File: src/inc/gcfg_consts.svh
// Constants of the general configuration register group: indices, masks, fields.
// Assumes the bus presents byte addresses whose word index is four times smaller.
`ifndef GCFG_CONSTS_SVH
`define GCFG_CONSTS_SVH

// Register indices; the byte address is four times the index.
`define IDX_GENERAL_CONFIG 8'hA9
`define IDX_XTALK_SLEEP    8'hAC
`define IDX_CALIB_TARGET   8'hED
`define IDX_STATUS         8'hF0
`define IDX_AUX_CONTROL    8'hF1
`define IDX_LOW_LAST       8'h7F
`define IDX_TABLE_FIRST    8'hB0
`define IDX_TABLE_LAST     8'hBF

// Address bits that carry the word index.
`define ADDR_IDX_LSB 2
`define ADDR_IDX_MSB 9

// Reset values and writable masks; bits outside a mask keep their reset value.
`define GEN_CFG_RESET 8'h00
`define GEN_CFG_MASK  8'h2F
`define XTALK_RESET   8'h0C
`define XTALK_MASK    8'h30
`define CALIB_RESET   8'h00
`define CALIB_MASK    8'hE0
`define AUX_RESET     8'h00
`define AUX_MASK      8'h01

// Field positions.
`define GEN_IDLE_BIT      5
`define GEN_PROX_LONG_BIT 3
`define GEN_WAIT_LONG_BIT 2
`define GEN_BANK_MSB      1
`define GEN_BANK_LSB      0
`define XTALK_SEL_A_BIT   5
`define XTALK_SLEEP_BIT   4
`define CALIB_FIELD_MSB   7
`define CALIB_FIELD_LSB   5
`define AUX_SEL_B_BIT     0
`define STAT_HALTED_BIT   0

// Calibration target exponent offset, end figures, and period stretch shift.
`define CALIB_EXP_OFFSET 4'h2
`define CALIB_MIN_COUNTS 9'h003
`define CALIB_MAX_COUNTS 9'h1FF
`define STRETCH_SHIFT    4

// Word memory layout: two banks of 128 words, then the 16-word time table.
`define LOW_IDX_MSB     6
`define TABLE_IDX_MSB   3
`define TABLE_BASE_ADDR 9'h100

// AXI response codes.
`define RESP_OKAY   2'b00
`define RESP_SLVERR 2'b10

`endif

File: src/inc/gcfg_pkg.sv
// Types shared by the general configuration register group.
// Assumes the constants header supplies all offsets and field positions.
package gcfg_pkg;
    typedef logic [7:0] byte_t;
    typedef enum {ST_IDLE, ST_ACCESS, ST_FETCH, ST_BRESP, ST_RRESP} axil_state_e;
endpackage : gcfg_pkg

File: src/inc/gcfg_mem_if.sv
// Port between the register group and its word memory.
// Assumes one access per cycle with a registered read of one cycle.
`timescale 1ns/100ps
interface gcfg_mem_if #(
    parameter int AW = 9
);
    logic                  we;
    logic [AW-1:0]         addr;
    gcfg_pkg::byte_t       wdata;
    gcfg_pkg::byte_t       rdata;

    modport ctrl (output we, output addr, output wdata, input rdata);
    modport mem  (input we, input addr, input wdata, output rdata);
endinterface : gcfg_mem_if

File: src/verilog/gcfg_ram.sv
// Word memory holding both low-window banks and the time table.
// Assumes the controller never presents an address at or above DEPTH.
`timescale 1ns/100ps
module gcfg_ram #(
    parameter int DEPTH = 272
) (
    input wire logic  aclk,
    gcfg_mem_if.mem   port
);
    import gcfg_pkg::*;

    byte_t words [DEPTH];
    byte_t rdata_q;

    // Read first, read registered: a same-cycle write returns the old word; contents are not reset, as in a real macro.
    always_ff @(posedge aclk) begin
        if (port.we) begin
            words[port.addr] <= port.wdata;
        end
        rdata_q <= words[port.addr];
    end

    assign port.rdata = rdata_q;
endmodule : gcfg_ram

File: src/verilog/gcfg_sync3.sv
// Three-stage synchroniser for a level arriving from a pin.
// Assumes the pin may change at any time relative to aclk.
`timescale 1ns/100ps
module gcfg_sync3 #(
    parameter logic IDLE_LEVEL = 1'b1
) (
    input  wire logic aclk,
    input  wire logic aresetn,
    input  wire logic pin,
    output logic      level
);
    logic s1_q, s2_q, s3_q, level_q;

    // A change counts only once the second and third stages agree, which filters a late settle.
    always_ff @(posedge aclk) begin
        if (!aresetn) begin
            s1_q    <= IDLE_LEVEL;
            s2_q    <= IDLE_LEVEL;
            s3_q    <= IDLE_LEVEL;
            level_q <= IDLE_LEVEL;
        end else begin
            s1_q <= pin;
            s2_q <= s1_q;
            s3_q <= s2_q;
            if (s2_q == s3_q) begin
                level_q <= s3_q;
            end
        end
    end

    assign level = level_q;
endmodule : gcfg_sync3

File: src/verilog/sensor_general_config_regs.sv
// General configuration register group of a light and proximity sensor, as an AXI4-Lite slave.
// Assumes a single aclk domain; the interrupt line arrives from a pin and is synchronised here.
//
// Notes on behaviour
// - The 3-bit calibration field sets a target of two to the power (field plus 2) minus one counts.
// - With idle power saving set, low-power mode follows whenever every function is idle or waiting.
// - With the proximity stretch bit set, the effective proximity sample period is sixteen times the setting.
// - With the light wait stretch bit set, the effective wait period is sixteen times the setting.
// - Bank select values 0 and 1 place RAM bank 0 or bank 1 in the low window 0x00 to 0x7F.
// - Bank select values 2 and 3 reach the sixteen-word time table held at 0xB0 to 0xBF.
// - While the table is selected, its sixteen words repeat over the whole low window.
// - In high-crosstalk mode the proximity engine uses its 10-bit output format.
// - High-crosstalk mode is on only while both select bits are set; one alone leaves normal output.
// - With sleep on interrupt set, the oscillator stops while the interrupt line is active low and stays stopped until the halted flag is cleared.
// - Each such stop sets the oscillator halted flag.
`timescale 1ns/100ps
`include "gcfg_consts.svh"
module sensor_general_config_regs #(
    parameter int ADDR_W    = 10,
    parameter int MEM_DEPTH = 272
) (
    input  wire logic             aclk,
    input  wire logic             aresetn,
    input  wire logic [ADDR_W-1:0] awaddr,
    input  wire logic             awvalid,
    output logic                  awready,
    input  wire logic [31:0]      wdata,
    input  wire logic [3:0]       wstrb,
    input  wire logic             wvalid,
    output logic                  wready,
    output logic [1:0]            bresp,
    output logic                  bvalid,
    input  wire logic             bready,
    input  wire logic [ADDR_W-1:0] araddr,
    input  wire logic             arvalid,
    output logic                  arready,
    output logic [31:0]           rdata,
    output logic [1:0]            rresp,
    output logic                  rvalid,
    input  wire logic             rready,
    input  wire gcfg_pkg::byte_t  prox_sample_period,
    input  wire gcfg_pkg::byte_t  wait_period,
    input  wire logic             all_funcs_idle,
    input  wire logic             int_n,
    output logic [8:0]            calib_target,
    output logic                  low_power_mode,
    output logic [11:0]           prox_period_eff,
    output logic [11:0]           wait_period_eff,
    output logic                  high_xtalk_mode,
    output logic                  osc_stop
);
    import gcfg_pkg::*;

    // Bus side state.
    axil_state_e         state_q, state_d;
    logic                aw_have_q, w_have_q, ar_have_q;
    logic                aw_have_d, w_have_d, ar_have_d;
    logic [ADDR_W-1:0]   aw_addr_q, ar_addr_q, req_addr_q;
    byte_t               w_data_q, req_data_q, rdata_q;
    logic                w_be_q, req_we_q, req_be_q;
    logic                awready_q, wready_q, arready_q, bvalid_q, rvalid_q;
    logic [1:0]          resp_q;
    logic                aw_take, w_take, ar_take, start_wr, start_rd;

    // Register file and derived outputs.
    byte_t               gen_cfg_q, xtalk_q, calib_q, aux_q;
    logic                osc_halted_q, osc_stop_q, low_power_q, high_xtalk_q;
    logic [8:0]          calib_target_q;
    logic [11:0]         prox_eff_q, wait_eff_q;
    logic                int_active, int_level;

    // Decode of the request in progress.
    byte_t               req_idx, reg_rd, stat_val;
    logic                upper_zero, hit_mem, hit_gen, hit_xtalk, hit_calib, hit_stat, hit_aux, hit_any;
    logic                wr_fire, sleep_en, halt_set, halt_clr;
    logic [1:0]          bank_sel;

    gcfg_mem_if #(.AW(9)) mem_bus ();

    function automatic logic [8:0] target_counts(input logic [2:0] field);
        logic [9:0] one;
        one = 10'h001;
        return 9'((one << ({1'b0, field} + `CALIB_EXP_OFFSET)) - 10'h001);
    endfunction : target_counts

    function automatic logic [11:0] stretch(input byte_t period, input logic long_en);
        logic [11:0] wide;
        wide = 12'(period);
        return long_en ? (wide << `STRETCH_SHIFT) : wide;
    endfunction : stretch

    function automatic byte_t merge(input byte_t data, input byte_t mask, input byte_t rst);
        return (data & mask) | (rst & ~mask);
    endfunction : merge

    function automatic logic [8:0] mem_addr(input byte_t idx, input logic [1:0] bank);
        logic in_table;
        in_table = bank[`GEN_BANK_MSB] | (idx > `IDX_LOW_LAST);
        return in_table ? (`TABLE_BASE_ADDR + 9'(idx[`TABLE_IDX_MSB:0]))
                        : {1'b0, bank[`GEN_BANK_LSB], idx[`LOW_IDX_MSB:0]};
    endfunction : mem_addr

    // The interrupt pin comes from outside the clock domain, so it is synchronised first.
    gcfg_sync3 #(
        .IDLE_LEVEL (1'b1)
    ) u_int_sync (
        .aclk    (aclk),
        .aresetn (aresetn),
        .pin     (int_n),
        .level   (int_level)
    );
    assign int_active = ~int_level;

    // Both banks and the table share one memory so a bank switch costs nothing.
    gcfg_ram #(
        .DEPTH (MEM_DEPTH)
    ) u_ram (
        .aclk (aclk),
        .port (mem_bus.mem)
    );

    // Channel handshakes; each address or data beat is held until its request starts.
    assign aw_take   = awvalid & awready_q;
    assign w_take    = wvalid & wready_q;
    assign ar_take   = arvalid & arready_q;
    assign start_wr  = (state_q == ST_IDLE) & aw_have_q & w_have_q;
    assign start_rd  = (state_q == ST_IDLE) & ar_have_q & ~aw_have_q & ~w_have_q;
    assign aw_have_d = (aw_have_q | aw_take) & ~start_wr;
    assign w_have_d  = (w_have_q | w_take) & ~start_wr;
    assign ar_have_d = (ar_have_q | ar_take) & ~start_rd;

    // Writes win over reads when both are complete, so a write is never starved.
    always_comb begin
        state_d = state_q;
        unique case (state_q)
            ST_IDLE: begin
                if (start_wr || start_rd) begin
                    state_d = ST_ACCESS;
                end
            end
            ST_ACCESS: begin
                state_d = req_we_q ? ST_BRESP : ST_FETCH;
            end
            ST_FETCH: begin
                state_d = ST_RRESP;
            end
            ST_BRESP: begin
                if (bready) begin
                    state_d = ST_IDLE;
                end
            end
            ST_RRESP: begin
                if (rready) begin
                    state_d = ST_IDLE;
                end
            end
        endcase
    end

    // Channel holding registers and readies.
    always_ff @(posedge aclk) begin
        if (!aresetn) begin
            aw_have_q <= 1'b0;
            w_have_q  <= 1'b0;
            ar_have_q <= 1'b0;
            awready_q <= 1'b0;
            wready_q  <= 1'b0;
            arready_q <= 1'b0;
        end else begin
            aw_have_q <= aw_have_d;
            w_have_q  <= w_have_d;
            ar_have_q <= ar_have_d;
            awready_q <= ~aw_have_d;
            wready_q  <= ~w_have_d;
            arready_q <= ~ar_have_d;
        end
    end

    // Payloads are captured without reset; they are only read behind a held flag.
    always_ff @(posedge aclk) begin
        if (aw_take) begin
            aw_addr_q <= awaddr;
        end
        if (w_take) begin
            w_data_q <= wdata[7:0];
            w_be_q   <= wstrb[0];
        end
        if (ar_take) begin
            ar_addr_q <= araddr;
        end
    end

    // Request latch and response channel state.
    always_ff @(posedge aclk) begin
        if (!aresetn) begin
            state_q    <= ST_IDLE;
            req_addr_q <= '0;
            req_data_q <= '0;
            req_we_q   <= 1'b0;
            req_be_q   <= 1'b0;
            resp_q     <= `RESP_OKAY;
            bvalid_q   <= 1'b0;
            rvalid_q   <= 1'b0;
            rdata_q    <= '0;
        end else begin
            state_q  <= state_d;
            bvalid_q <= (state_d == ST_BRESP);
            rvalid_q <= (state_d == ST_RRESP);
            if (start_wr || start_rd) begin
                req_addr_q <= start_wr ? aw_addr_q : ar_addr_q;
                req_data_q <= w_data_q;
                req_be_q   <= w_be_q;
                req_we_q   <= start_wr;
            end
            if (state_q == ST_ACCESS) begin
                resp_q <= hit_any ? `RESP_OKAY : `RESP_SLVERR;
            end
            if (state_q == ST_FETCH) begin
                rdata_q <= hit_mem ? mem_bus.rdata : reg_rd;
            end
        end
    end

    // Address decode; a set address bit above the index makes the access unmapped.
    assign req_idx    = req_addr_q[`ADDR_IDX_MSB:`ADDR_IDX_LSB];
    assign upper_zero = (req_addr_q >> (`ADDR_IDX_MSB + 1)) == '0;
    assign hit_mem    = upper_zero & ((req_idx <= `IDX_LOW_LAST)
                      | ((req_idx >= `IDX_TABLE_FIRST) & (req_idx <= `IDX_TABLE_LAST)));
    assign hit_gen    = upper_zero & (req_idx == `IDX_GENERAL_CONFIG);
    assign hit_xtalk  = upper_zero & (req_idx == `IDX_XTALK_SLEEP);
    assign hit_calib  = upper_zero & (req_idx == `IDX_CALIB_TARGET);
    assign hit_stat   = upper_zero & (req_idx == `IDX_STATUS);
    assign hit_aux    = upper_zero & (req_idx == `IDX_AUX_CONTROL);
    assign hit_any    = hit_mem | hit_gen | hit_xtalk | hit_calib | hit_stat | hit_aux;
    assign wr_fire    = (state_q == ST_ACCESS) & req_we_q & req_be_q & hit_any;
    assign bank_sel   = gen_cfg_q[`GEN_BANK_MSB:`GEN_BANK_LSB];

    assign mem_bus.addr  = mem_addr(req_idx, bank_sel);
    assign mem_bus.we    = wr_fire & hit_mem;
    assign mem_bus.wdata = req_data_q;

    // Status word: halted flag, live interrupt, low power, oscillator stop.
    assign stat_val = byte_t'({osc_stop_q, low_power_q, int_active, osc_halted_q});
    assign reg_rd   = hit_gen   ? gen_cfg_q :
                      hit_xtalk ? xtalk_q :
                      hit_calib ? calib_q :
                      hit_stat  ? stat_val :
                      hit_aux   ? aux_q : '0;

    always_ff @(posedge aclk) begin
        if (!aresetn) begin
            gen_cfg_q <= `GEN_CFG_RESET;
            xtalk_q   <= `XTALK_RESET;
            calib_q   <= `CALIB_RESET;
            aux_q     <= `AUX_RESET;
        end else if (wr_fire) begin
            if (hit_gen) begin
                gen_cfg_q <= merge(req_data_q, `GEN_CFG_MASK, `GEN_CFG_RESET);
            end
            if (hit_xtalk) begin
                xtalk_q <= merge(req_data_q, `XTALK_MASK, `XTALK_RESET);
            end
            if (hit_calib) begin
                calib_q <= merge(req_data_q, `CALIB_MASK, `CALIB_RESET);
            end
            if (hit_aux) begin
                aux_q <= merge(req_data_q, `AUX_MASK, `AUX_RESET);
            end
        end
    end

    // Sleep on interrupt: the flag is sticky and a new stop wins over a clear in the same cycle.
    assign sleep_en = xtalk_q[`XTALK_SLEEP_BIT];
    assign halt_set = sleep_en & int_active;
    assign halt_clr = wr_fire & hit_stat & req_data_q[`STAT_HALTED_BIT];

    always_ff @(posedge aclk) begin
        if (!aresetn) begin
            osc_halted_q <= 1'b0;
            osc_stop_q   <= 1'b0;
        end else begin
            osc_halted_q <= halt_set | (osc_halted_q & ~halt_clr);
            osc_stop_q   <= sleep_en & (int_active | osc_halted_q);
        end
    end

    // Derived controls for the proximity and light engines, all registered.
    // calibration target, low-power, period stretch and high-crosstalk decode.
    always_ff @(posedge aclk) begin
        if (!aresetn) begin
            calib_target_q <= `CALIB_MIN_COUNTS;
            low_power_q    <= 1'b0;
            prox_eff_q     <= '0;
            wait_eff_q     <= '0;
            high_xtalk_q   <= 1'b0;
        end else begin
            calib_target_q <= target_counts(calib_q[`CALIB_FIELD_MSB:`CALIB_FIELD_LSB]);
            low_power_q    <= gen_cfg_q[`GEN_IDLE_BIT] & all_funcs_idle;
            prox_eff_q     <= stretch(prox_sample_period, gen_cfg_q[`GEN_PROX_LONG_BIT]);
            wait_eff_q     <= stretch(wait_period, gen_cfg_q[`GEN_WAIT_LONG_BIT]);
            high_xtalk_q   <= xtalk_q[`XTALK_SEL_A_BIT] & aux_q[`AUX_SEL_B_BIT];
        end
    end

    // Bus outputs come straight from their flip-flops; upper data bits read as zero.
    assign awready = awready_q;
    assign wready  = wready_q;
    assign arready = arready_q;
    assign bvalid  = bvalid_q;
    assign bresp   = resp_q;
    assign rvalid  = rvalid_q;
    assign rresp   = resp_q;
    assign rdata   = 32'(rdata_q);

    // Engine controls, each from its own register.
    assign calib_target    = calib_target_q;
    assign low_power_mode  = low_power_q;
    assign prox_period_eff = prox_eff_q;
    assign wait_period_eff = wait_eff_q;
    assign high_xtalk_mode = high_xtalk_q;
    assign osc_stop        = osc_stop_q;
endmodule : sensor_general_config_regs
File: config.mk
export PLATFORM = sky130hd
export DESIGN_NAME = sensor_general_config_regs
export DESIGN_NICKNAME = d
export VERILOG_FILES = /design/src/inc/gcfg_pkg.sv /design/src/inc/gcfg_mem_if.sv /design/src/verilog/gcfg_ram.sv /design/src/verilog/gcfg_sync3.sv /design/src/verilog/sensor_general_config_regs.sv
export VERILOG_INCLUDE_DIRS = /design/src /design/src/inc
export SDC_FILE = /design/constraint.sdc
export NUM_CORES = 2
export LEC_CHECK = 0
export BUFFER_PORTS_ARGS = -buffer_cell sky130_fd_sc_hd__buf_2
export CORE_ASPECT_RATIO = 1.4
export CORE_MARGIN = 2
export CORE_UTILIZATION = 55
export CTS_CLUSTER_SIZE = 24
export DETAILED_ROUTE_END_ITERATION = 10
export PLACE_DENSITY_LB_ADDON = 0.05
export SLEW_MARGIN = 20
export SYNTH_ARGS = -nofsm -noshare
export SYNTH_HDL_FRONTEND = slang
export SYNTH_SLANG_ARGS = --single-unit
File: constraint.sdc
create_clock -name aclk -period 4.1 [get_ports aclk]
set_input_delay 0.82 -clock aclk [delete_from_list [all_inputs] [get_ports aclk]]
set_output_delay 0.82 -clock aclk [all_outputs]
set_load 0.01 [all_outputs]
==> qor.yml <==
clock_network:
  htreeDepth: 4
  numCtsBuffers: 212
  postCtsSetupBuffers: 0
  cts_hold_buf: 0
  cts_resized: 0
  cts_root_buf: "clkbuf_16"
  cts_sinks: 2328
  clk_pin_slew_ns: 0.06
  clockBufferDepth: 3
  clk_latency_ns: 0.87
  cts_tree: "done"
route:
  drt_pass1_iterations: 6
  drt_iter0_markers: 5364
  vias: 46362
  drc: 0
  wire_per_inst_um: 34.0
  postRouteWirelength_mm: 247
  ant_nets: 0
  viasPerCell: 6.38
grt:
  antenna_found_initial: 10
  grtUsageTotal_pct: 29.9
  grt_max_degree: 145
  grt_pass1_wl_mm: 348
  grt-ovfl-total: 0
  grt_pass1_vias: 46439
critical_path:
  rr_worst_depth: 8
  critPathKind: "register to register"
  slowest_stage: "a2111oi_0"
  cp-start-kind: "register"
  cp.required_ns: 4.82
  setup.worst_path.end_class: "register"
  cp_max_fo: 21
  cp.arrival_ns: 4.62
  crit_path_cell_trace: "buf_12 > buf_4 > mux4_2 > mux4_2 > and3_1 > a2111oi_0 > and3_1 > a21oi_1"
  max_stage_delay_ns: 0.80
yosys:
  ys.flop_type: "edfxtp_1"
  synth-edff-count: 2201
  synth_cell_type_count: 75
  ys_seq_area_share_pct: 76.3
  asyncSetResetFlopFracSynth_pct: 0
  yosysWarningCount: 0
  avgSynthCellArea_um2: 20.6
  netlist_area_um2: 89900
  synthTopCellsByArea: "edfxtp_1 (73%), mux4_2 (14%), dfxtp_1 (2.8%)"
  synth_cells: 4367
  ys_ff_latch: 2328
  yosysTopAreaCell: "edfxtp_1"
  synth_top_area_share_pct: 73.5
sta:
  period_needed_ns: 3.90
  fin_worst_skew_ns: 0.0334
  hold_viol: 0
  min_period_over_period_pct: 95.1
  setup_viol: 0
  finalMaxSlewViolations: 0
  worstMarginPinSlew_ns: 1.10
  fmax_mhz: 256
  rsz0062_at_grt: "false"
  setup_slack_ns: 0.200
  maxSlewHeadroom_pct: 26.2
  fin_setup_tns_ns: 0
pwr:
  power_density_nw_per_um2: 491
  finalPower_mw: 50.6
  vdd.ir_drop.worst_mv: 0.464
  p_leak_nw: 33.3
cells_and_area:
  multi_input_area_um2: 19900
  final_cell_mix: "edfxtp_1 (2201), mux4_2 (560), buf_4 (479)"
  seq_area_um2: 68700
  final_common_cell: "edfxtp_1"
  fill_cells: 11260
  syn2layout_area_growth_pct: 14.7
  final_design_area_no_fill_um2: 103000
  nNetsFinal: 5044
  layout-drive-gt1-share_pct: 29.9
worst_hold_path:
  holdPathStages: 1
  hold_class: "input pin to register"
run_status:
  status: "finished clean"
floorplan:
  core-area_um2: 162000
  rows: 175
  dieArea_um2: 167000
  start_util_pct: 55.4
  pin_count: 158
  die_h_um: 482
  die_w_um: 346
run:
  maxCapViolCount: 0
placed_design:
  hpwl_mm: 162
  io_buffer_count: 100
  gp_congestion: 0.892
  place_ws_ns: 0.297
  postPlaceCellArea_um2: 96300
state kept, by name, summed over array words and instances (netlist names), 8 cells and up:
name and count:
u_ram.words 2176, prox_period_eff 12, state_q 32, ar_addr_q 8, u_ram.port.rdata 8, mem_bus.wdata 8, w_data_q 8, wait_period_eff 12
req_addr_q 8, aw_addr_q 8, calib_target 9, rdata_q 8
critical path, delay by kind of cell (launching register included):
family / cells / cell delay [ns]
mux: 2 / 1.06
flops: 1 / 0.60
buf+inv: 2 / 0.54
simple gates: 2 / 0.62
compound gates: 2 / 0.91
worst paths after layout:
kind                                      start             endpoint  slack, ns
worst max-delay path              req_addr_q[2]  u_ram.port.rdata[5]       0.20
worst min-delay path                  awaddr[4]         aw_addr_q[4]       0.15
worst min register to register  u_int_sync.s1_q      u_int_sync.s2_q       0.40
worst max register to register    req_addr_q[2]  u_ram.port.rdata[5]       0.20
per-stage QoR:
| step | hold slack (ns) | util (%) | instances |
|---|---|---|---|
| finish | 0.150 | 63.5 | 7263 |
| global route | 0.104 | 63.5 | 7261 |
| CTS | 0.0827 | 63.5 | 7258 |
| detailed placement | 0.393 | 59.3 | 6866 |
| global placement | 0.396 | 59.3 | 6866 |
| floorplan | 0.386 | - | 4392 |
layout make-up:
cell class,count,area share (%)
well taps,2124,2.58
repair buffers,625,4.87
flip-flops and latches,2328,66.6
multi-input cells,1781,19.3
clock buffers,259,5.42
inverters,9,0.0400
clock inverters,133,1.15
diodes,4,0.00970
per-layer routing:
metal	track usage (%)	wire length (um)	vias to the layer above
met4	14.9	14200	6
met2	50.8	125000	2174
met3	4.79	17900	537
li1	-	-	19128
met5	0	46	-
met1	38.0	89400	24517
cells by family after synthesis:
kind of cell    synth area share (%)
buf+inv                         1.74
mux                             15.9
compound gates                  2.20
simple gates                    3.76
flops                           76.3
other cells                  0.00417
fa+ha+maj                     0.0835
xor+xnor                      0.0390
report_power, final:
group          internal, mW  total, mW  switching (mW)
Sequential             26.1       26.4           0.272
Clock                  10.9       19.5            8.63
Combinational          1.82       4.65            2.83
synthesized netlist by cell type, types with 12 or more instances:
cell	count
buf_6	14
a22oi_1	47
a21oi_1	56
a221oi_1	14
a211oi_1	14
a22o_1	12
nor4_1	12
nor2_1	385
nand2_1	121
mux4_2	560
a2111oi_0	14
nor3_1	37
a31oi_1	16
o22ai_1	25
and2_1	48
o21ai_0	32
mux2i_1	143
and3_1	17
dfxtp_1	127
nand3_1	53
edfxtp_1	2201
buf_2	85
clkbuf_1	87
buf_1	18
nor2b_1	12
buf_4	67
nand4_1	13
No activity file was read; power rests on OpenSTA's default activity.
